$ cat config.mk
export PLATFORM = sky130hd
export DESIGN_NAME = duc_top
export DESIGN_NICKNAME = d
export VERILOG_FILES = /design/src/hdl/duc_buffer.v /design/src/hdl/duc_top.v
export VERILOG_INCLUDE_DIRS = /design/src /design/src/hdl
export SDC_FILE = /design/constraint.sdc
export NUM_CORES = 1
export LEC_CHECK = 0
export ABC_AREA = 1
export BUFFER_PORTS_ARGS = -buffer_cell sky130_fd_sc_hd__buf_4
export CORE_ASPECT_RATIO = 0.75
export CORE_UTILIZATION = 60
export CTS_CLUSTER_DIAMETER = 30
export DETAILED_ROUTE_END_ITERATION = 10
export GPL_ROUTABILITY_DRIVEN = 0
export PLACE_DENSITY = 0.8
export SLEW_MARGIN = 40
export SYNTH_ARGS = -nofsm -noshare
export SYNTH_HDL_FRONTEND = slang
export SYNTH_SLANG_ARGS = --single-unit
$ cat constraint.sdc
create_clock -name ref_clk -period 2.5 [get_ports ref_clk]
set_input_delay 0.375 -clock ref_clk [delete_from_list [all_inputs] [get_ports ref_clk]]
set_output_delay 0.375 -clock ref_clk [all_outputs]
set_load 0.01 [all_outputs]
$ cat src/hdl/duc_defines.vh
// constants for the dual converter update control block
`ifndef DUC_DEFINES_VH
`define DUC_DEFINES_VH
`define DUC_CH0_LOW_ADDR 8'hd2
`define DUC_CH0_HIGH_ADDR 8'hd3
`define DUC_CH0_CTRL_ADDR 8'hd4
`define DUC_CH1_LOW_ADDR 8'hd5
`define DUC_CH1_HIGH_ADDR 8'hd6
`define DUC_CH1_CTRL_ADDR 8'hd7
`define DUC_BYTE_RESET 8'h00
`define DUC_CODE_RESET 12'h000
`define DUC_CTRL_EN_BIT 7
`define DUC_CTRL_MODE_HI 4
`define DUC_CTRL_MODE_LO 3
`define DUC_CTRL_FMT_HI 2
`define DUC_CTRL_FMT_LO 0
`define DUC_CTRL_WMASK 8'h9f
`define DUC_MODE_ONDEMAND 2'b00
`define DUC_MODE_TMR3 2'b01
`define DUC_MODE_TMR4 2'b10
`define DUC_MODE_TMR2 2'b11
`define DUC_FMT_SHIFT0 3'b000
`define DUC_FMT_SHIFT1 3'b001
`define DUC_FMT_SHIFT2 3'b010
`define DUC_FMT_SHIFT3 3'b011
`endif

$ cat src/hdl/duc_buffer.v
// two-entry valid/ready buffer for converter codes
`timescale 1ns/1ps
module duc_buffer #(
    parameter WIDTH = 12
) (
    // clock and reset
    input wire ref_clk,
    input wire rstn,
    // filling side
    input wire in_valid,
    output wire in_ready,
    input wire [WIDTH-1:0] in_data,
    // draining side
    output wire out_valid,
    input wire out_ready,
    output reg [WIDTH-1:0] out_data
);
    reg [WIDTH-1:0] mem_q [0:1];
    reg [1:0] count_q;
    reg wr_ptr_q;
    reg rd_ptr_q;
    wire push;
    wire pop;

    assign in_ready = (count_q != 2'd2);
    assign out_valid = (count_q != 2'd0);
    assign push = in_valid && in_ready;
    assign pop = out_valid && out_ready;

    always @* begin
        out_data = mem_q[rd_ptr_q];
    end

    always @(posedge ref_clk or negedge rstn) begin
        if (!rstn) begin
            mem_q[0] <= {WIDTH{1'b0}};
            mem_q[1] <= {WIDTH{1'b0}};
            count_q <= 2'd0;
            wr_ptr_q <= 1'b0;
            rd_ptr_q <= 1'b0;
        end else begin
            if (push) begin
                mem_q[wr_ptr_q] <= in_data;
                wr_ptr_q <= ~wr_ptr_q;
            end
            if (pop) begin
                rd_ptr_q <= ~rd_ptr_q;
            end
            if (push && !pop) begin
                count_q <= count_q + 2'd1;
            end else if (pop && !push) begin
                count_q <= count_q - 2'd1;
            end
        end
    end
endmodule

$ cat src/hdl/duc_top.v
// two-channel converter data, update scheduling and format control
`timescale 1ns/1ps
`include "duc_defines.vh"
// Summary of operation
// - two channels, 12-bit codes 000 to fff
// - each channel enabled by own control register
// - disabled channel: output floats, converter powered down
// - low byte reads last software write
// - high byte reads converter high latch
// - mode bits 4:3, 00 default on-demand
// - on-demand: low byte write held only
// - on-demand: high byte write moves word
// - timer modes hold both byte writes
// - modes 01,10,11 pick timers 3,4,2
// - timer overflow copies both bytes together
// - format bits 2:0 pick five placements
// - second channel identical, own registers
module duc_top #(
    parameter CODE_W = 12
) (
    // clock and reset
    input wire ref_clk,
    input wire rstn,
    // special function register port
    input wire [7:0] sfr_addr,
    input wire sfr_wr,
    input wire [7:0] sfr_wdata,
    input wire sfr_rd,
    output reg [7:0] sfr_rdata,
    // timer overflow strobes
    input wire tmr2_ovf,
    input wire tmr3_ovf,
    input wire tmr4_ovf,
    // converter cores, channel 1 in the upper half
    input wire [1:0] conv_ready,
    output wire [1:0] conv_valid,
    output wire [2*CODE_W-1:0] conv_code,
    output wire [1:0] conv_out_en,
    output wire [1:0] conv_power_down
);
    wire [7:0] rd_val [0:1];
    wire [1:0] rd_hit;
    reg [7:0] rdata_d;

    function [CODE_W-1:0] place_word;
        input [2:0] fmt;
        input [7:0] hi;
        input [7:0] lo;
        reg [15:0] pair;
        begin
            pair = {hi, lo};
            case (fmt)
                `DUC_FMT_SHIFT0: place_word = pair[11:0];
                `DUC_FMT_SHIFT1: place_word = pair[12:1];
                `DUC_FMT_SHIFT2: place_word = pair[13:2];
                `DUC_FMT_SHIFT3: place_word = pair[14:3];
                default: place_word = pair[15:4];
            endcase
        end
    endfunction

    genvar ch;
    generate
        for (ch = 0; ch < 2; ch = ch + 1) begin : g_ch
            // per-channel register addresses
            wire [7:0] a_low;
            wire [7:0] a_high;
            wire [7:0] a_ctrl;

            // control and holding registers
            reg [7:0] ctrl_q;
            reg [7:0] ctrl_d;
            reg [7:0] low_hold_q;
            reg [7:0] low_hold_d;
            reg [7:0] high_hold_q;
            reg [7:0] high_hold_d;

            // converter input latches and pending transfer
            reg [7:0] low_lat_q;
            reg [7:0] low_lat_d;
            reg [7:0] high_lat_q;
            reg [7:0] high_lat_d;
            reg pend_q;
            reg trigger;
            reg [7:0] rd_byte;
            reg rd_match;

            // decoded strobes and buffer handshake
            wire wr_low;
            wire wr_high;
            wire wr_ctrl;
            wire fire;
            wire xfer;
            wire pend_d;
            wire enabled;
            wire [CODE_W-1:0] word_in;
            wire buf_in_ready;
            wire [CODE_W-1:0] buf_out;
            wire [1:0] mode;

            assign a_low = (ch == 0) ? `DUC_CH0_LOW_ADDR : `DUC_CH1_LOW_ADDR;
            assign a_high = (ch == 0) ? `DUC_CH0_HIGH_ADDR : `DUC_CH1_HIGH_ADDR;
            assign a_ctrl = (ch == 0) ? `DUC_CH0_CTRL_ADDR : `DUC_CH1_CTRL_ADDR;
            assign wr_low = sfr_wr && (sfr_addr == a_low);
            assign wr_high = sfr_wr && (sfr_addr == a_high);
            assign wr_ctrl = sfr_wr && (sfr_addr == a_ctrl);
            assign mode = ctrl_q[`DUC_CTRL_MODE_HI:`DUC_CTRL_MODE_LO];

            always @* begin
                ctrl_d = wr_ctrl ? (sfr_wdata & `DUC_CTRL_WMASK) : ctrl_q;
                low_hold_d = wr_low ? sfr_wdata : low_hold_q;
                high_hold_d = wr_high ? sfr_wdata : high_hold_q;
            end

            // update trigger selection
            always @* begin
                case (mode)
                    `DUC_MODE_ONDEMAND: trigger = wr_high;
                    `DUC_MODE_TMR3: trigger = tmr3_ovf;
                    `DUC_MODE_TMR4: trigger = tmr4_ovf;
                    `DUC_MODE_TMR2: trigger = tmr2_ovf;
                    default: trigger = 1'b0;
                endcase
            end

            // a trigger waits while the buffer is full
            assign fire = trigger || pend_q;
            assign xfer = fire && buf_in_ready;
            assign pend_d = fire && !buf_in_ready;

            // converter input latches take both held bytes in one cycle
            always @* begin
                low_lat_d = xfer ? low_hold_d : low_lat_q;
                high_lat_d = xfer ? high_hold_d : high_lat_q;
            end

            always @(posedge ref_clk or negedge rstn) begin
                if (!rstn) begin
                    ctrl_q <= `DUC_BYTE_RESET;
                    low_hold_q <= `DUC_BYTE_RESET;
                    high_hold_q <= `DUC_BYTE_RESET;
                    low_lat_q <= `DUC_BYTE_RESET;
                    high_lat_q <= `DUC_BYTE_RESET;
                    pend_q <= 1'b0;
                end else begin
                    ctrl_q <= ctrl_d;
                    low_hold_q <= low_hold_d;
                    high_hold_q <= high_hold_d;
                    low_lat_q <= low_lat_d;
                    high_lat_q <= high_lat_d;
                    pend_q <= pend_d;
                end
            end

            // code word placed from the latch inputs of this cycle
            assign word_in = place_word(ctrl_q[`DUC_CTRL_FMT_HI:`DUC_CTRL_FMT_LO],
                high_lat_d, low_lat_d);

            duc_buffer #(
                .WIDTH(CODE_W)
            ) u_buf (
                .ref_clk(ref_clk),
                .rstn(rstn),
                .in_valid(fire),
                .in_ready(buf_in_ready),
                .in_data(word_in),
                .out_valid(conv_valid[ch]),
                .out_ready(conv_ready[ch]),
                .out_data(buf_out)
            );

            assign enabled = ctrl_q[`DUC_CTRL_EN_BIT];
            assign conv_code[ch*CODE_W +: CODE_W] = buf_out;
            assign conv_out_en[ch] = enabled;
            assign conv_power_down[ch] = ~enabled;

            // read selection for this channel's three registers
            always @* begin
                rd_match = 1'b1;
                rd_byte = `DUC_BYTE_RESET;
                if (sfr_addr == a_low) begin
                    rd_byte = low_hold_q;
                end else if (sfr_addr == a_high) begin
                    rd_byte = high_lat_q;
                end else if (sfr_addr == a_ctrl) begin
                    rd_byte = ctrl_q;
                end else begin
                    rd_match = 1'b0;
                end
            end

            assign rd_hit[ch] = rd_match;
            assign rd_val[ch] = rd_byte;
        end
    endgenerate

    // read data holds between reads, zero for unmapped addresses
    always @* begin
        rdata_d = sfr_rdata;
        if (sfr_rd) begin
            if (rd_hit[0]) begin
                rdata_d = rd_val[0];
            end else if (rd_hit[1]) begin
                rdata_d = rd_val[1];
            end else begin
                rdata_d = `DUC_BYTE_RESET;
            end
        end
    end

    always @(posedge ref_clk or negedge rstn) begin
        if (!rstn) begin
            sfr_rdata <= `DUC_BYTE_RESET;
        end else begin
            sfr_rdata <= rdata_d;
        end
    end
endmodule

* Yosys cells after proc, flatten, opt, wreduce, memory -nomap -nowiden
Cells that the tools add are included.
** Storage, ports and cells
- Bits in registers :: 142
- Input bits :: 25
- Output and inout bits :: 38
- Word-level logic and storage cells :: 139
** Cells by class
- Add/sub/neg operators :: 4
- Magnitude comparators :: 6
- Equal/unequal tests :: 20
- Mux-type cells :: 42
- Bitwise logic cells :: 10
- Reduce and logical (&&, ||, !) cells :: 34
** Operator list (count)
- two-way mux 8 bit :: 16
- two-way mux 12 bit :: 8
- case mux 12 bit (4 select lines) :: 2
- bitwise mux 24 bit :: 2
- == test 8 bit (second input constant) :: 6
- demux 12 bit (select 1 bit) :: 2
- logical AND 1 bit :: 18
- == test 3 x 2 -> 1 bit (second input constant) :: 4
- == test 2 bit (second input constant) :: 4
- >= comparator 2 bit (second input constant) :: 4
- two-way mux 2 bit :: 4
- NOT 1 -> 2 bit :: 4
- case mux 1 bit (4 select lines) :: 2
- nonzero test 2 bit :: 4
- == test 3 x 1 -> 1 bit (second input constant) :: 2
- logical NOT 1 bit :: 6
- logical NOT 3 bit :: 2
- two-way mux 1 bit :: 6
- NOT 1 bit :: 6
- adder 2 x 1 -> 2 bit (second input constant) :: 2
- == test 2 x 1 -> 1 bit (second input constant) :: 2
- logical NOT 2 bit :: 2
- < comparator 2 x 1 -> 1 bit (second input constant) :: 2
- inequality test 2 bit (second input constant) :: 2
- 2 further kinds :: 4

* Depth between registers and ports, before layout
Gate-level depths: netlist (run 1).
- Depth after elaboration :: 9
- Mapped depth :: 16
- Gate-level depth less buffers :: 16

* Hierarchy
A second synthesis (run 1) with hierarchy kept.
** Unflattened totals
- Cells, all modules :: 1117
- Area total of the unflattened synthesis :: 8124.0 um2
** By module, submodules not included
- duc_top :: instances 1, cells an instance 771, area an instance 5333.9 um2, seq. area each 2152.1 um2
- duc_buffer :: instances 2, cells an instance 173, area an instance 1395.1 um2, seq. area each 700.7 um2

* Least setup slack after synthesis (run 1)
OpenSTA, ideal clock, no wires.
- Kind :: input to register
- Start point :: input port sfr_addr[3]
- End point :: register g_ch[1].u_buf.count_q[1]
- Library setup time :: 0.131 ns
- Arrival :: 1.727 ns
- Data required time :: 2.369 ns
- Slack :: 0.642 ns
- Stages :: 13
- Path buffers :: 0
- Path through :: inv_1 nand2_1 nor2_4 nand3_4 nand2_2 nand2_2 nand2_4 nand2_4 inv_2 ha_1 a21oi_1 o21ai_0 xor2_1
** On the way
- Longest elaborated chain between the ends :: 8
- Elaborated cells between the ends (all ways) :: 10
- Those cells by class :: eq/ne (1); mux (2); reduce/logical (7)
** Ends and longest elaborated chain
- from (decl) :: RTL line duc_top.v:25 : input wire [7:0] sfr_addr,
- == test 8 bit (*) :: RTL line duc_top.v:105 : assign wr_high = sfr_wr && (sfr_addr == a_high);
- logical AND 1 bit (*) :: RTL line duc_top.v:105
- case mux 1 bit (4 select lines) (*) :: RTL line duc_top.v:117 : case (mode)
- logical OR 1 bit (*) :: RTL line duc_top.v:127 : assign fire = trigger || pend_q;
- logical AND 1 bit (*) :: RTL line duc_buffer.v:27 : assign push = in_valid && in_ready;
- logical NOT 1 bit :: RTL line duc_buffer.v:51 : end else if (pop && !push) begin
- logical AND 1 bit :: RTL line duc_buffer.v:51
- nonzero test 2 bit (no source line)
- to (signal assigned) :: RTL line duc_buffer.v:50 : count_q <= count_q + 2'd1;
- to (signal assigned) :: RTL line duc_buffer.v:52 : count_q <= count_q - 2'd1;
- to (decl) :: RTL line duc_buffer.v:19 : reg [1:0] count_q;
Mark *: on every way between the ends. The rest lies on a longest branch, timed or not.
A chain may end at the register's enable or synchronous reset.

* Final worst setup path (run 1)
- Start point :: register g_ch[1].ctrl_q[3]
- End point :: register g_ch[1].u_buf.mem_q[4] (netlist name)
** On the way
- Longest elaborated chain between the ends :: 7
- Elaborated cells between the ends (all ways) :: 11
- Those cells by class :: eq/ne (3); mux (5); reduce/logical (3)
** Ends and longest elaborated chain
- from (decl) :: RTL line duc_top.v:71 : reg [7:0] ctrl_q;
- from (signal assigned) :: RTL line duc_top.v:139 : ctrl_q <= `DUC_BYTE_RESET;
- from (signal assigned) :: RTL line duc_top.v:146 : ctrl_q <= ctrl_d;
- == test 2 bit (tied with other cells) :: RTL line duc_top.v:117
- case mux 1 bit (4 select lines) (*) :: RTL line duc_top.v:117
- logical OR 1 bit (*) :: RTL line duc_top.v:127
- logical AND 1 bit (*) :: RTL line duc_buffer.v:27, duc_top.v:128
- two-way mux 8 bit, on equally long branches :: RTL line duc_top.v:134, duc_top.v:133
- case mux 12 bit (4 select lines) :: RTL line duc_top.v:52 : case (fmt)
- bitwise mux 24 bit :: RTL line duc_buffer.v:43 : mem_q[wr_ptr_q] <= in_data;
- to (signal, indexed assignment) :: RTL line duc_buffer.v:43
- to (decl) :: RTL line duc_buffer.v:18 : reg [WIDTH-1:0] mem_q [0:1];
Marked as above.

==> results of run 1 <==
## per-stage QoR
stage | power, mW | instances | utilization, % | instance area [µm²] | setup WS [ns]
floorplan | 5.09 | 1064 | - | 7940 | 0.642
global placement | 6.08 | 1273 | 68.0 | 8540 | 0.230
detailed placement | 6.14 | 1273 | 68.0 | 8540 | 0.157
CTS | 8.68 | 1306 | 72.6 | 9130 | 0.382
global route | 9.19 | 1306 | 72.6 | 9130 | 0.178
finish | 8.67 | 1306 | 72.6 | 9130 | 0.360
## cells by family (layout without fill, tap and decap cells)
| kind of cell | count (synthesis) | count (layout) |
|---|---|---|
| DFF | 142 | 142 |
| and+or+nand+nor | 651 | 651 |
| buffers and inverters | 178 | 254 |
| AOI/OAI and AO/OA | 85 | 85 |
| xor gates and xnor gates | 6 | 6 |
| adders and majority gates | 2 | 2 |
## synth_stat cells, types with 11 or more instances
| library cell | n | share of area (%) |
|---|---|---|
| sky130_fd_sc_hd__nand2_2 | 13 | 1.0 |
| sky130_fd_sc_hd__nor2_1 | 44 | 2.1 |
| sky130_fd_sc_hd__nand2_1 | 401 | 19 |
| sky130_fd_sc_hd__o21ai_1 | 13 | 0.82 |
| sky130_fd_sc_hd__o21ai_0 | 36 | 2.3 |
| sky130_fd_sc_hd__o22ai_1 | 13 | 1.0 |
| sky130_fd_sc_hd__and2_1 | 16 | 1.3 |
| sky130_fd_sc_hd__and2_4 | 13 | 1.4 |
| sky130_fd_sc_hd__nand3_1 | 120 | 7.6 |
| sky130_fd_sc_hd__inv_1 | 130 | 6.1 |
| sky130_fd_sc_hd__clkbuf_1 | 14 | 0.66 |
| sky130_fd_sc_hd__dfrtp_1 | 142 | 45 |
| sky130_fd_sc_hd__nand2_4 | 15 | 2.1 |
| sky130_fd_sc_hd__buf_2 | 11 | 0.69 |
## power by group through the flow
stage               sequential [mW]  clock, mW  combinational [mW]
finish                         3.22       2.52                2.94
floorplan                      3.13          0                1.96
detailed placement             3.22          0                2.92
CTS                            3.21       2.52                2.95
global placement               3.22          0                2.85
global route                   3.28       2.62                3.29
## flip-flops by register name (all words and copies together), names as in the netlist
register and count:
g_ch.high_hold_q 16, g_ch.pend_q 2, g_ch.u_buf.count_q 4, sfr_rdata 8
g_ch.low_hold_q 16, g_ch.low_lat_q 16, g_ch.ctrl_q 12, g_ch.u_buf.rd_ptr_q 2
g_ch.u_buf.wr_ptr_q 2, g_ch.high_lat_q 16, g_ch.u_buf.mem_q 48
## timing repair
item | in CTS | in global routing
endpoints found under the hold margin | 55 | 0
hold buffers | 1 | 0
gates resized for setup | 0 | 0
## final cells by class
cell class	count	area [µm²]
clock inverters	9	110
fillers	997	3440
repair buffers	87	684
clock buffers	23	468
well taps	166	208
flip-flops and latches	142	3550
inverters	135	509
multi-input cells	744	3600
## how the worst min path moves through the flow
stage / start / depth (start not counted) / slack (ns) / to
finish: sfr_wdata[7] / 3 / 0.24 / g_ch[0].low_hold_q[7]$_DFF_PN0_
CTS: sfr_wdata[7] / 3 / 0.24 / g_ch[1].low_hold_q[7]$_DFF_PN0_
floorplan: rstn / 0 / 0.08 / g_ch[0].ctrl_q[0]$_DFFE_PN0P_
global placement: rstn / 1 / 0.38 / sfr_rdata[0]$_DFFE_PN0P_
global route: sfr_wdata[7] / 3 / 0.25 / g_ch[0].low_hold_q[7]$_DFF_PN0_
detailed placement: rstn / 1 / 0.38 / sfr_rdata[0]$_DFFE_PN0P_
## worst register-to-register path, delay by kind of cell (launching register included)
| family | cells | cell delay (ns) |
|---|---|---|
| AO/OA/AOI/OAI | 1 | 0.07 |
| flip-flops | 1 | 0.39 |
| buffers and inverters | 2 | 0.35 |
| AND/OR/NAND/NOR | 11 | 1.21 |
## routing by layer
layer / track usage, % / share of wire, %
met4: 11.4 / 2.6
met3: 7.06 / 9.8
met2: 50.0 / 43
met1: 48.0 / 45
met5: 0 / 0
==> results.md, run 1 <==
| Metric | Value | Unit |
| --- | --- | --- |
| Max-capacitance violation count | 0 | - |
| Cell internal power dissipation | 5.57 | mW |
| Max H-tree Level | 4 | - |
| Number of distinct library cells after synthesis | 33 | - |
| Syn. warnings | 0 | - |
| Portion of total power attributed to sequential cells | 37.1 | % |
| Summed negative setup slack over all endpoints | 0 | ns |
| Std-Cell Core Area | 0.0126 | mm² |
| Worst setup skew after layout | 0.00974 | ns |
| Clk_lat worst skew | 0.42 | ns |
| Worst setup SP type | register | - |
| Setup violators final | 0 | - |
| Dominant combinational cell family by area after synthesis | simple AND/OR/NAND/NOR gates | - |
| Chain of cells forming the critical path | inv_1 -> nor3_1 -> a21oi_1 -> nand2_2 -> nand2_4 -> nand2_4 -> buf_4 -> nand2_1 -> nand3_1 -> nand2_1 -> nor2_1 -> nand2_1 -> nand2_1 -> nand2_1 | - |
| Avg Vias per Cell | 5.48 | - |
| Number of DRC violations after detailed routing | 0 | - |
| Area of the die | 0.0137 | mm² |
| Switch Pwr | 3.11 | mW |
| Maximum clock insertion buffer count | 2 | - |
| Critical path buffer and inverter count | 2 | - |
| Proportion of synthesized flip-flops having asynchronous set or reset | 100 | % |
| WHS | 0.243 | ns |
| Wire length per cell after detailed routing | 16.1 | µm |
| Setup slack on the worst flop-to-flop path | 0.36 | ns |
| Arithmetic-cell share of the synthesized area counting full adders, half adders and majority gates | 0.315 | % |
| Synthesized area per cell | 7.46 | µm² |
| DPL Wire Length | 14.8 | mm |
| Crit-path slowest cell | sky130_fd_sc_hd__dfrtp_1 | - |
| Number of antenna violations at the first check in global routing | 0 | - |
| Detailed-routing iteration count for the pre-antenna-repair pass | 6 | - |
| Most frequent standard cell in the layout excluding fill and tap cells | sky130_fd_sc_hd__nand2_1 | - |
| Via count of the first global-routing pass | 6770 | - |
| # IOs | 63 | - |
| Power density over cell area | 950 | mW/mm² |
| Primary flip-flop cell chosen by synthesis mapping | sky130_fd_sc_hd__dfrtp_1 | - |
| Leakage | 4.77 | nW |
| Total wirelength of the detailed-routed design | 21.0 | mm |
| Total routing usage reported by global routing | 33.3 | % |
| Run status | finished, final reports clean | - |
| Relative contribution of combinational cells to total power | 33.9 | % |
| Max-Slew Margin vs Limit | 52.2 | % |
| Post-synthesis mux area share | 0 | % |
| Startpoint-to-endpoint class of the critical path | reg -> reg | - |
| Critical path endpoint category | register | - |
| Root cell of the clock tree | sky130_fd_sc_hd__clkbuf_16 | - |
| Share of the clock period used by the worst path | 85.6 | % |
| Most repeated library cell on the critical path | sky130_fd_sc_hd__nand2_1 | - |
| Combined area of all synthesized cells | 0.00794 | mm² |
| Fmax | 467 | MHz |
| Slowest Stage Delay on Critical Path | 0.39 | ns |
| Fraction of layout instances using a drive strength above 1 | 16.3 | % |
| N_diodes | 0 | - |
| Critical Path Start | g_ch[1].ctrl_q[3]$_DFFE_PN0P_ | - |
| PortBufs | 62 | - |
| Setup repair after global routing missed its margin | no | - |
| Starting density of the core | 63.2 | % |
| Share of synthesized area occupied by flip-flops and latches | 44.8 | % |
| Syn Inst Count | 1064 | - |
| Clock tree from TritonCTS | done | - |
| Area fraction in compound gates after synthesis | 6.24 | % |
| Via count | 7162 | - |
| Required time of the critical path | 2.81 | ns |
| Critical Path AT | 2.45 | ns |
| Gate family responsible for the most delay along the worst path | simple AND/OR/NAND/NOR gates | - |
| Horizontal extent of the die | 135 | µm |
| Slew Limit Fails | 0 | - |
| Synth-to-layout area growth | 15.0 | % |
| Reg-to-Reg End | g_ch[1].u_buf.mem_q[4]$_DFFE_PN0P_ | - |
| Worst Hold Class | in -> reg | - |
| CTS sink cnt | 142 | - |
| Overflow after GRT | 0 | - |
| Final worst path period need | 2.14 | ns |
| DIE HEIGHT | 102 | µm |
| Critical path endpoint | g_ch[1].u_buf.mem_q[4]$_DFFE_PN0P_ | - |
| Xor-xnor portion of the synthesized cell area | 0.662 | % |
| Area fraction in and, or, nand and nor cells after synthesis | 38.1 | % |
| Maximum number of pins on one net before global-route repair | 59 | - |
| Number of nets produced by synthesis | 1091 | - |
| Count of standard-cell rows | 35 | - |
| Transition time of the tightest slew-check pin | 0.716 | ns |
| Leading cell types in the layout, fill and taps excluded | 401 x sky130_fd_sc_hd__nand2_1, 142 x sky130_fd_sc_hd__dfrtp_1, 130 x sky130_fd_sc_hd__inv_1 | - |
| R2R depth | 14 | - |
| Switching share of power | 35.8 | % |
| Number of stages on the worst setup path | 14 | - |
| Launching point of the worst reg2reg path | g_ch[1].ctrl_q[3]$_DFFE_PN0P_ | - |
| Worst IR drop on VDD | 738 | µV |
| First-pass GRT wire length | 34.8 | mm |
| Starting DRT DRC Count | 846 | - |
| Post-synth EDFFs | 0 | - |
| Clock edge transition at the registers on the reported setup and hold paths | 0.06 | ns |
| Number of buffers added by the clock tree synthesis step | 17 | - |
| Clock share of power | 29.0 | % |
| Total count of hold-check failures in the final report | 0 | - |
| Final layout net count | 1154 | - |
| Register bit total from synthesis | 142 | - |
| Total setup buffers inserted after CTS | 0 | - |
| DRT antenna net count | 0 | - |
| Maximum fanout along the worst path | 10 | - |
(Power assumes the default switching activity.)
==> inputs of run 2 (changes only) <==
CORE_MARGIN = 1.5   (was not set)
==> run 2 against run 1 <==
Count of clock-buffer cells in the layout is 3 lower. Global-route usage decreased by 1.8 points. Sequential power about the same. Critical path type unchanged. Die area increased by 1.7%. Combinational power about the same. Hold slack got worse by 0.0071 ns. Critical path depth unchanged. Largest power group unchanged. Routed wire length down 2.9%.
==> results.md, run 2 (synthesis results as in run 1) <==
| Metric | Value | Unit | vs previous |
| --- | --- | --- | --- |
| Startpoint-to-endpoint class of the critical path | reg -> reg | - |  |
| Starting DRT DRC Count | 824 | - | -2.6% |
| Area of the die | 0.0139 | mm² | +1.7% |
| Fmax | 454 | MHz | -2.9% |
| Worst setup skew after layout | 0.0111 | ns | +0.00132 ns |
| Number of antenna violations at the first check in global routing | 0 | - | unchanged |
| Leading cell types in the layout, fill and taps excluded | 401 x sky130_fd_sc_hd__nand2_1, 142 x sky130_fd_sc_hd__dfrtp_1, 130 x sky130_fd_sc_hd__inv_1 | - |  |
| Quantity of gates resized following cts | 0 | - | unchanged |
| N_diodes | 0 | - | unchanged |
| Leakage | 4.79 | nW | +0.40% |
| PortBufs | 62 | - | unchanged |
| Area post-placement | 0.00855 | mm² | about the same |
| Critical Path AT | 2.51 | ns | +0.06 ns |
| Clk_lat worst skew | 0.42 | ns | about the same |
| # IOs | 63 | - | unchanged |
| Required time of the critical path | 2.81 | ns | about the same |
| Worst Hold Class | in -> reg | - |  |
| Most frequent standard cell in the layout excluding fill and tap cells | sky130_fd_sc_hd__nand2_1 | - |  |
| Top register by number of flip-flops | g_ch.u_buf.mem_q | - |  |
| Reg-to-Reg End | g_ch[0].u_buf.mem_q[10]$_DFFE_PN0P_ | - |  |
| Worst setup SP type | register | - |  |
| Number of DRC violations after detailed routing | 0 | - | unchanged |
| Number of fillers in the final layout | 1038 | - | +4.1% |
| Total routing usage reported by global routing | 31.5 | % | -1.8 points |
| Share of the clock period used by the worst path | 88.1 | % | +2.5 points |
| Detailed-routing iteration count for the pre-antenna-repair pass | 5 | - | -1 |
| First-pass GRT wire length | 33.6 | mm | -3.4% |
| Critical Path Start | g_ch[0].ctrl_q[3]$_DFFE_PN0P_ | - |  |
| Maximum number of pins on one net before global-route repair | 64 | - | +8.5% |
| DIE HEIGHT | 103 | µm | +0.98% |
| Setup repair after global routing missed its margin | no | - |  |
| Maximum fanout along the worst path | 20 | - | +10 |
| Starting density of the core | 61.2 | % | -2.0 points |
| Fraction of layout instances using a drive strength above 1 | 16.5 | % | +0.19 points |
| Maximum clock insertion buffer count | 2 | - | unchanged |
| Run status | finished, final reports clean | - |  |
| Clock tree from TritonCTS | done | - |  |
| Avg Vias per Cell | 5.43 | - | -0.99% |
| Post-Place Cells | 1278 | - | +0.39% |
| Transition time of the tightest slew-check pin | 0.675 | ns | -0.0418 ns |
| DPL Wire Length | 14.6 | mm | -1.9% |
| Final worst path period need | 2.20 | ns | +0.0631 ns |
| Summed negative setup slack over all endpoints | 0 | ns | unchanged |
| Wire length per cell after detailed routing | 15.6 | µm | -3.2% |
| Max-capacitance violation count | 0 | - | unchanged |
| Combined flip-flop and latch cell area | 0.00355 | mm² | unchanged |
| Total setup buffers inserted after CTS | 0 | - | unchanged |
| Synth-to-layout area growth | 15.6 | % |  |
| Overflow after GRT | 0 | - | unchanged |
| Power density over cell area | 962 | mW/mm² | +1.3% |
| Std-Cell Core Area | 0.0130 | mm² | +3.2% |
| Root cell of the clock tree | sky130_fd_sc_hd__clkbuf_16 | - |  |
| Count of standard-cell rows | 36 | - | +2.9% |
| Worst IR drop on VDD | 953 | µV | +29% |
| Critical path endpoint | g_ch[0].u_buf.mem_q[10]$_DFFE_PN0P_ | - |  |
| Setup slack on the worst flop-to-flop path | 0.30 | ns | -0.06 ns |
| Total count of hold-check failures in the final report | 0 | - | unchanged |
| Slew Limit Fails | 0 | - | unchanged |
| Setup violators final | 0 | - | unchanged |
| WHS | 0.236 | ns | -0.00710 ns |
| Critical path endpoint category | register | - |  |
| Horizontal extent of the die | 136 | µm | +0.74% |
| Clock edge transition at the registers on the reported setup and hold paths | 0.06 | ns | about the same |
| Total wirelength of the detailed-routed design | 20.4 | mm | -2.9% |
| R2R depth | 14 | - | unchanged |
| Number of buffers added by the clock tree synthesis step | 17 | - | unchanged |
| Final std cell area, no fill | 0.00918 | mm² | +0.55% |
| Filler-free cell count of the finished design | 1310 | - | +0.31% |
| Via count | 7113 | - | -0.68% |
| Via count of the first global-routing pass | 6544 | - | -3.3% |
| Hold Buf Count CTS | 1 | - | unchanged |
| Max H-tree Level | 4 | - | unchanged |
| Flip-flop count of the largest register after layout | 48 | - | unchanged |
| Max-Slew Margin vs Limit | 55.0 | % | +2.8 points |
| CTS sink cnt | 142 | - | unchanged |
| Final layout net count | 1154 | - | unchanged |
| Launching point of the worst reg2reg path | g_ch[0].ctrl_q[3]$_DFFE_PN0P_ | - |  |
| Area used by multi-input combinational logic | 0.00360 | mm² | unchanged |
| DRT antenna net count | 0 | - | unchanged |
run 2: worst max-delay path, cell delays in order, from the launching register on:
cell and delay [ns]:
sky130_fd_sc_hd__dfrtp_1 0.44, sky130_fd_sc_hd__inv_2 0.06, sky130_fd_sc_hd__nand2_1 0.06, sky130_fd_sc_hd__nand3_1 0.10, sky130_fd_sc_hd__a21oi_2 0.25, sky130_fd_sc_hd__nand2_4 0.18, sky130_fd_sc_hd__nand2_4 0.11, sky130_fd_sc_hd__buf_12 0.21
sky130_fd_sc_hd__nand2_2 0.11, sky130_fd_sc_hd__nand3_1 0.10, sky130_fd_sc_hd__nand2_1 0.07, sky130_fd_sc_hd__nor2_1 0.12, sky130_fd_sc_hd__nand2_1 0.12, sky130_fd_sc_hd__nand2_1 0.08, sky130_fd_sc_hd__nand2_1 0.05
run 2: how the worst min path moves through the flow:
stage / from / to / slack, ns / depth (start not counted)
after floorplan: rstn / g_ch[0].ctrl_q[0]$_DFFE_PN0P_ / 0.08 / 0
after global placement: rstn / g_ch[0].u_buf.mem_q[14]$_DFFE_PN0P_ / 0.40 / 1
after detailed placement: rstn / g_ch[0].u_buf.mem_q[14]$_DFFE_PN0P_ / 0.40 / 1
after CTS: sfr_wdata[5] / g_ch[0].low_hold_q[5]$_DFF_PN0_ / 0.22 / 3
after global routing: sfr_wdata[5] / g_ch[0].low_hold_q[5]$_DFF_PN0_ / 0.24 / 3
final: sfr_wdata[5] / g_ch[0].low_hold_q[5]$_DFF_PN0_ / 0.24 / 3
run 2: layout make-up:
class / count / area share [%]
tap: 171 / 2.33
timing repair buffer: 87 / 7.46
sequential: 142 / 38.7
inverter: 135 / 5.55
multi-input combinational: 744 / 39.2
clock buffer: 20 / 4.98
clock inverter: 11 / 1.80
run 2: layer usage:
layer  up-vias  GRT usage (%)  share of wire [%]
li1       3437              -                  -
met1      3286           46.1                 45
met2       345           47.1                 43
met3        45           5.60                9.3
met4         0           12.2                2.4
met5         -              0                  0
run 2: stage by stage:
stage               power, mW  utilization (%)  setup slack (ns)
floorplan                5.09                -             0.642
global placement         6.06             65.9             0.204
detailed placement       6.12             65.9             0.144
CTS                      8.83             70.8             0.339
global route             9.36             70.8            0.0953
finish                   8.83             70.8             0.297
run 2: power by group:
part	switching, mW	internal [mW]	total (mW)
clock	0.977	1.71	2.69
sequential	0.339	2.87	3.21
combinational	1.76	1.17	2.94
total	3.08	5.75	8.83
==> inputs of run 3 (changes only) <==
MAX_ROUTING_LAYER = met4   (was not set)
==> run 3 against run 2 <==
Count of clock-buffer cells in the layout unchanged. Design area unchanged. Largest cell class unchanged. Global-route usage up 1.1 points. Highest routed layer unchanged.
==> results.md, run 3 (synthesis results as in run 1) <==
| Metric | Value | Unit | vs previous |
| --- | --- | --- | --- |
| Run status | finished, final reports clean | - |  |
| Slew Limit Fails | 0 | - | unchanged |
| Worst Hold Class | in -> reg | - |  |
| Most frequent standard cell in the layout excluding fill and tap cells | sky130_fd_sc_hd__nand2_1 | - |  |
| Count of standard-cell rows | 36 | - | unchanged |
| Wire length per cell after detailed routing | 15.6 | µm | -0.12% |
| Via count of the first global-routing pass | 6543 | - | -0.015% |
| Setup repair after global routing missed its margin | no | - |  |
| Leakage | 4.79 | nW | unchanged |
| Worst setup skew after layout | 0.0119 | ns | +0.000808 ns |
| Clk_lat worst skew | 0.42 | ns | about the same |
| Share of the clock period used by the worst path | 87.3 | % | -0.77 points |
| Starting density of the core | 61.2 | % | unchanged |
| Total routing usage reported by global routing | 32.6 | % | +1.1 points |
| Setup violators final | 0 | - | unchanged |
| Critical Path Start | g_ch[0].ctrl_q[3]$_DFFE_PN0P_ | - |  |
| Synth-to-layout area growth | 15.6 | % | unchanged |
| Critical path endpoint category | register | - |  |
| Horizontal extent of the die | 136 | µm | unchanged |
| Starting DRT DRC Count | 910 | - | +10% |
| Maximum number of pins on one net before global-route repair | 64 | - | unchanged |
| Transition time of the tightest slew-check pin | 0.676 | ns | +0.00144 ns |
| PortBufs | 62 | - | unchanged |
| N_diodes | 0 | - | unchanged |
| Launching point of the worst reg2reg path | g_ch[0].ctrl_q[3]$_DFFE_PN0P_ | - |  |
| CTS sink cnt | 142 | - | unchanged |
| Total wirelength of the detailed-routed design | 20.4 | mm | -0.12% |
| Root cell of the clock tree | sky130_fd_sc_hd__clkbuf_16 | - |  |
| DPL Wire Length | 14.6 | mm | unchanged |
| Fraction of layout instances using a drive strength above 1 | 16.5 | % | unchanged |
| # IOs | 63 | - | unchanged |
| Clock tree from TritonCTS | done | - |  |
| Final worst path period need | 2.18 | ns | -0.0193 ns |
| Maximum fanout along the worst path | 20 | - | unchanged |
| Worst setup SP type | register | - |  |
| Post-Place Cells | 1278 | - | unchanged |
| Start point of the worst min-delay path | sfr_wdata[5] | - |  |
| Place WS | 0.144 | ns | unchanged |
| Max-capacitance violation count | 0 | - | unchanged |
| Overflow after GRT | 0 | - | unchanged |
| Total setup buffers inserted after CTS | 0 | - | unchanged |
| DRT antenna net count | 0 | - | unchanged |
| Via count | 7112 | - | -0.014% |
| Top register by number of flip-flops | g_ch.u_buf.mem_q | - |  |
| Number of buffers added by the clock tree synthesis step | 17 | - | unchanged |
| Maximum clock insertion buffer count | 2 | - | unchanged |
| WHS | 0.235 | ns | -0.000936 ns |
| Critical Path AT | 2.49 | ns | -0.02 ns |
| Area of the die | 0.0139 | mm² | unchanged |
| Detailed-routing iteration count for the pre-antenna-repair pass | 7 | - | +2 |
| DIE HEIGHT | 103 | µm | unchanged |
| Number of antenna violations at the first check in global routing | 0 | - | unchanged |
| Startpoint-to-endpoint class of the critical path | reg -> reg | - |  |
| Required time of the critical path | 2.81 | ns | about the same |
| Final layout net count | 1154 | - | unchanged |
| Worst IR drop on VDD | 953 | µV | about the same |
| Clock edge transition at the registers on the reported setup and hold paths | 0.06 | ns | about the same |
| Max-Slew Margin vs Limit | 54.9 | % | -0.096 points |
| Summed negative setup slack over all endpoints | 0 | ns | unchanged |
| Avg Vias per Cell | 5.43 | - | about the same |
| Max H-tree Level | 4 | - | unchanged |
| Fmax | 458 | MHz | +0.88% |
| Filler-free cell count of the finished design | 1310 | - | unchanged |
| Total count of hold-check failures in the final report | 0 | - | unchanged |
| Post-layout worst setup margin | 0.317 | ns | +0.0193 ns |
| Leading cell types in the layout, fill and taps excluded | 401 x sky130_fd_sc_hd__nand2_1, 142 x sky130_fd_sc_hd__dfrtp_1, 130 x sky130_fd_sc_hd__inv_1 | - |  |
| Flip-flop count of the largest register after layout | 48 | - | unchanged |
| Number of DRC violations after detailed routing | 0 | - | unchanged |
| First-pass GRT wire length | 33.6 | mm | +0.18% |
| Std-Cell Core Area | 0.0130 | mm² | unchanged |
| Layout Utilization | 70.8 | % | unchanged |
| Power density over cell area | 962 | mW/mm² | about the same |
[run 3: metal layers]
layer / wire length [µm] / track usage (%)
met2: 8880 / 47.1
met3: 1870 / 5.60
met4: 518 / 12.2
met1: 9110 / 46.2
met5: 0 / -
[run 3: worst paths after layout]
path	end	slack (ns)	depth (start not counted)
hold reg to reg	g_ch[1].u_buf.count_q[0]$_DFFE_PN0P_	0.47	1
setup / recovery	g_ch[0].u_buf.mem_q[10]$_DFFE_PN0P_	0.32	14
min in group asynchronous	g_ch[0].u_buf.mem_q[14]$_DFFE_PN0P_	0.50	2
hold / removal	g_ch[0].low_hold_q[5]$_DFF_PN0_	0.24	3
setup reg to reg	g_ch[0].u_buf.mem_q[10]$_DFFE_PN0P_	0.32	14
max in group asynchronous	g_ch[1].u_buf.mem_q[16]$_DFFE_PN0P_	1.20	3
[run 3: final cells by class]
cell class	count	area, µm²
sequential	142	3550
timing repair buffer	87	684
multi-input combinational	744	3600
fill	1038	3790
clock buffer	20	457
clock inverter	11	165
inverter	135	509
tap	171	214
[run 3: stage by stage]
stage / total power, mW / cell area, µm²
after floorplan: 5.09 / 7940
after global placement: 6.06 / 8550
after detailed placement: 6.12 / 8550
after CTS: 8.83 / 9180
after global routing: 9.36 / 9180
final: 8.83 / 9180
[run 3: report_power, final]
group | switching, mW | internal (mW)
combinational | 1.76 | 1.17
sequential | 0.339 | 2.87
clock | 0.978 | 1.71
[run 3: critical path, stage by stage (launching register included)]
cell	delay (ns)
sky130_fd_sc_hd__dfrtp_1	0.44
sky130_fd_sc_hd__inv_2	0.06
sky130_fd_sc_hd__nand2_1	0.06
sky130_fd_sc_hd__nand3_1	0.10
sky130_fd_sc_hd__a21oi_2	0.25
sky130_fd_sc_hd__nand2_4	0.18
sky130_fd_sc_hd__nand2_4	0.11
sky130_fd_sc_hd__buf_12	0.21
sky130_fd_sc_hd__nand2_2	0.11
sky130_fd_sc_hd__nand3_1	0.10
sky130_fd_sc_hd__nand2_1	0.07
sky130_fd_sc_hd__nor2_1	0.12
sky130_fd_sc_hd__nand2_1	0.11
sky130_fd_sc_hd__nand2_1	0.08
sky130_fd_sc_hd__nand2_1	0.05
[run 3: what timing repair did]
item / in CTS / in global routing
gates resized for setup: 0 / 0
hold endpoints to repair: 60 / 0
hold buffers: 1 / 0
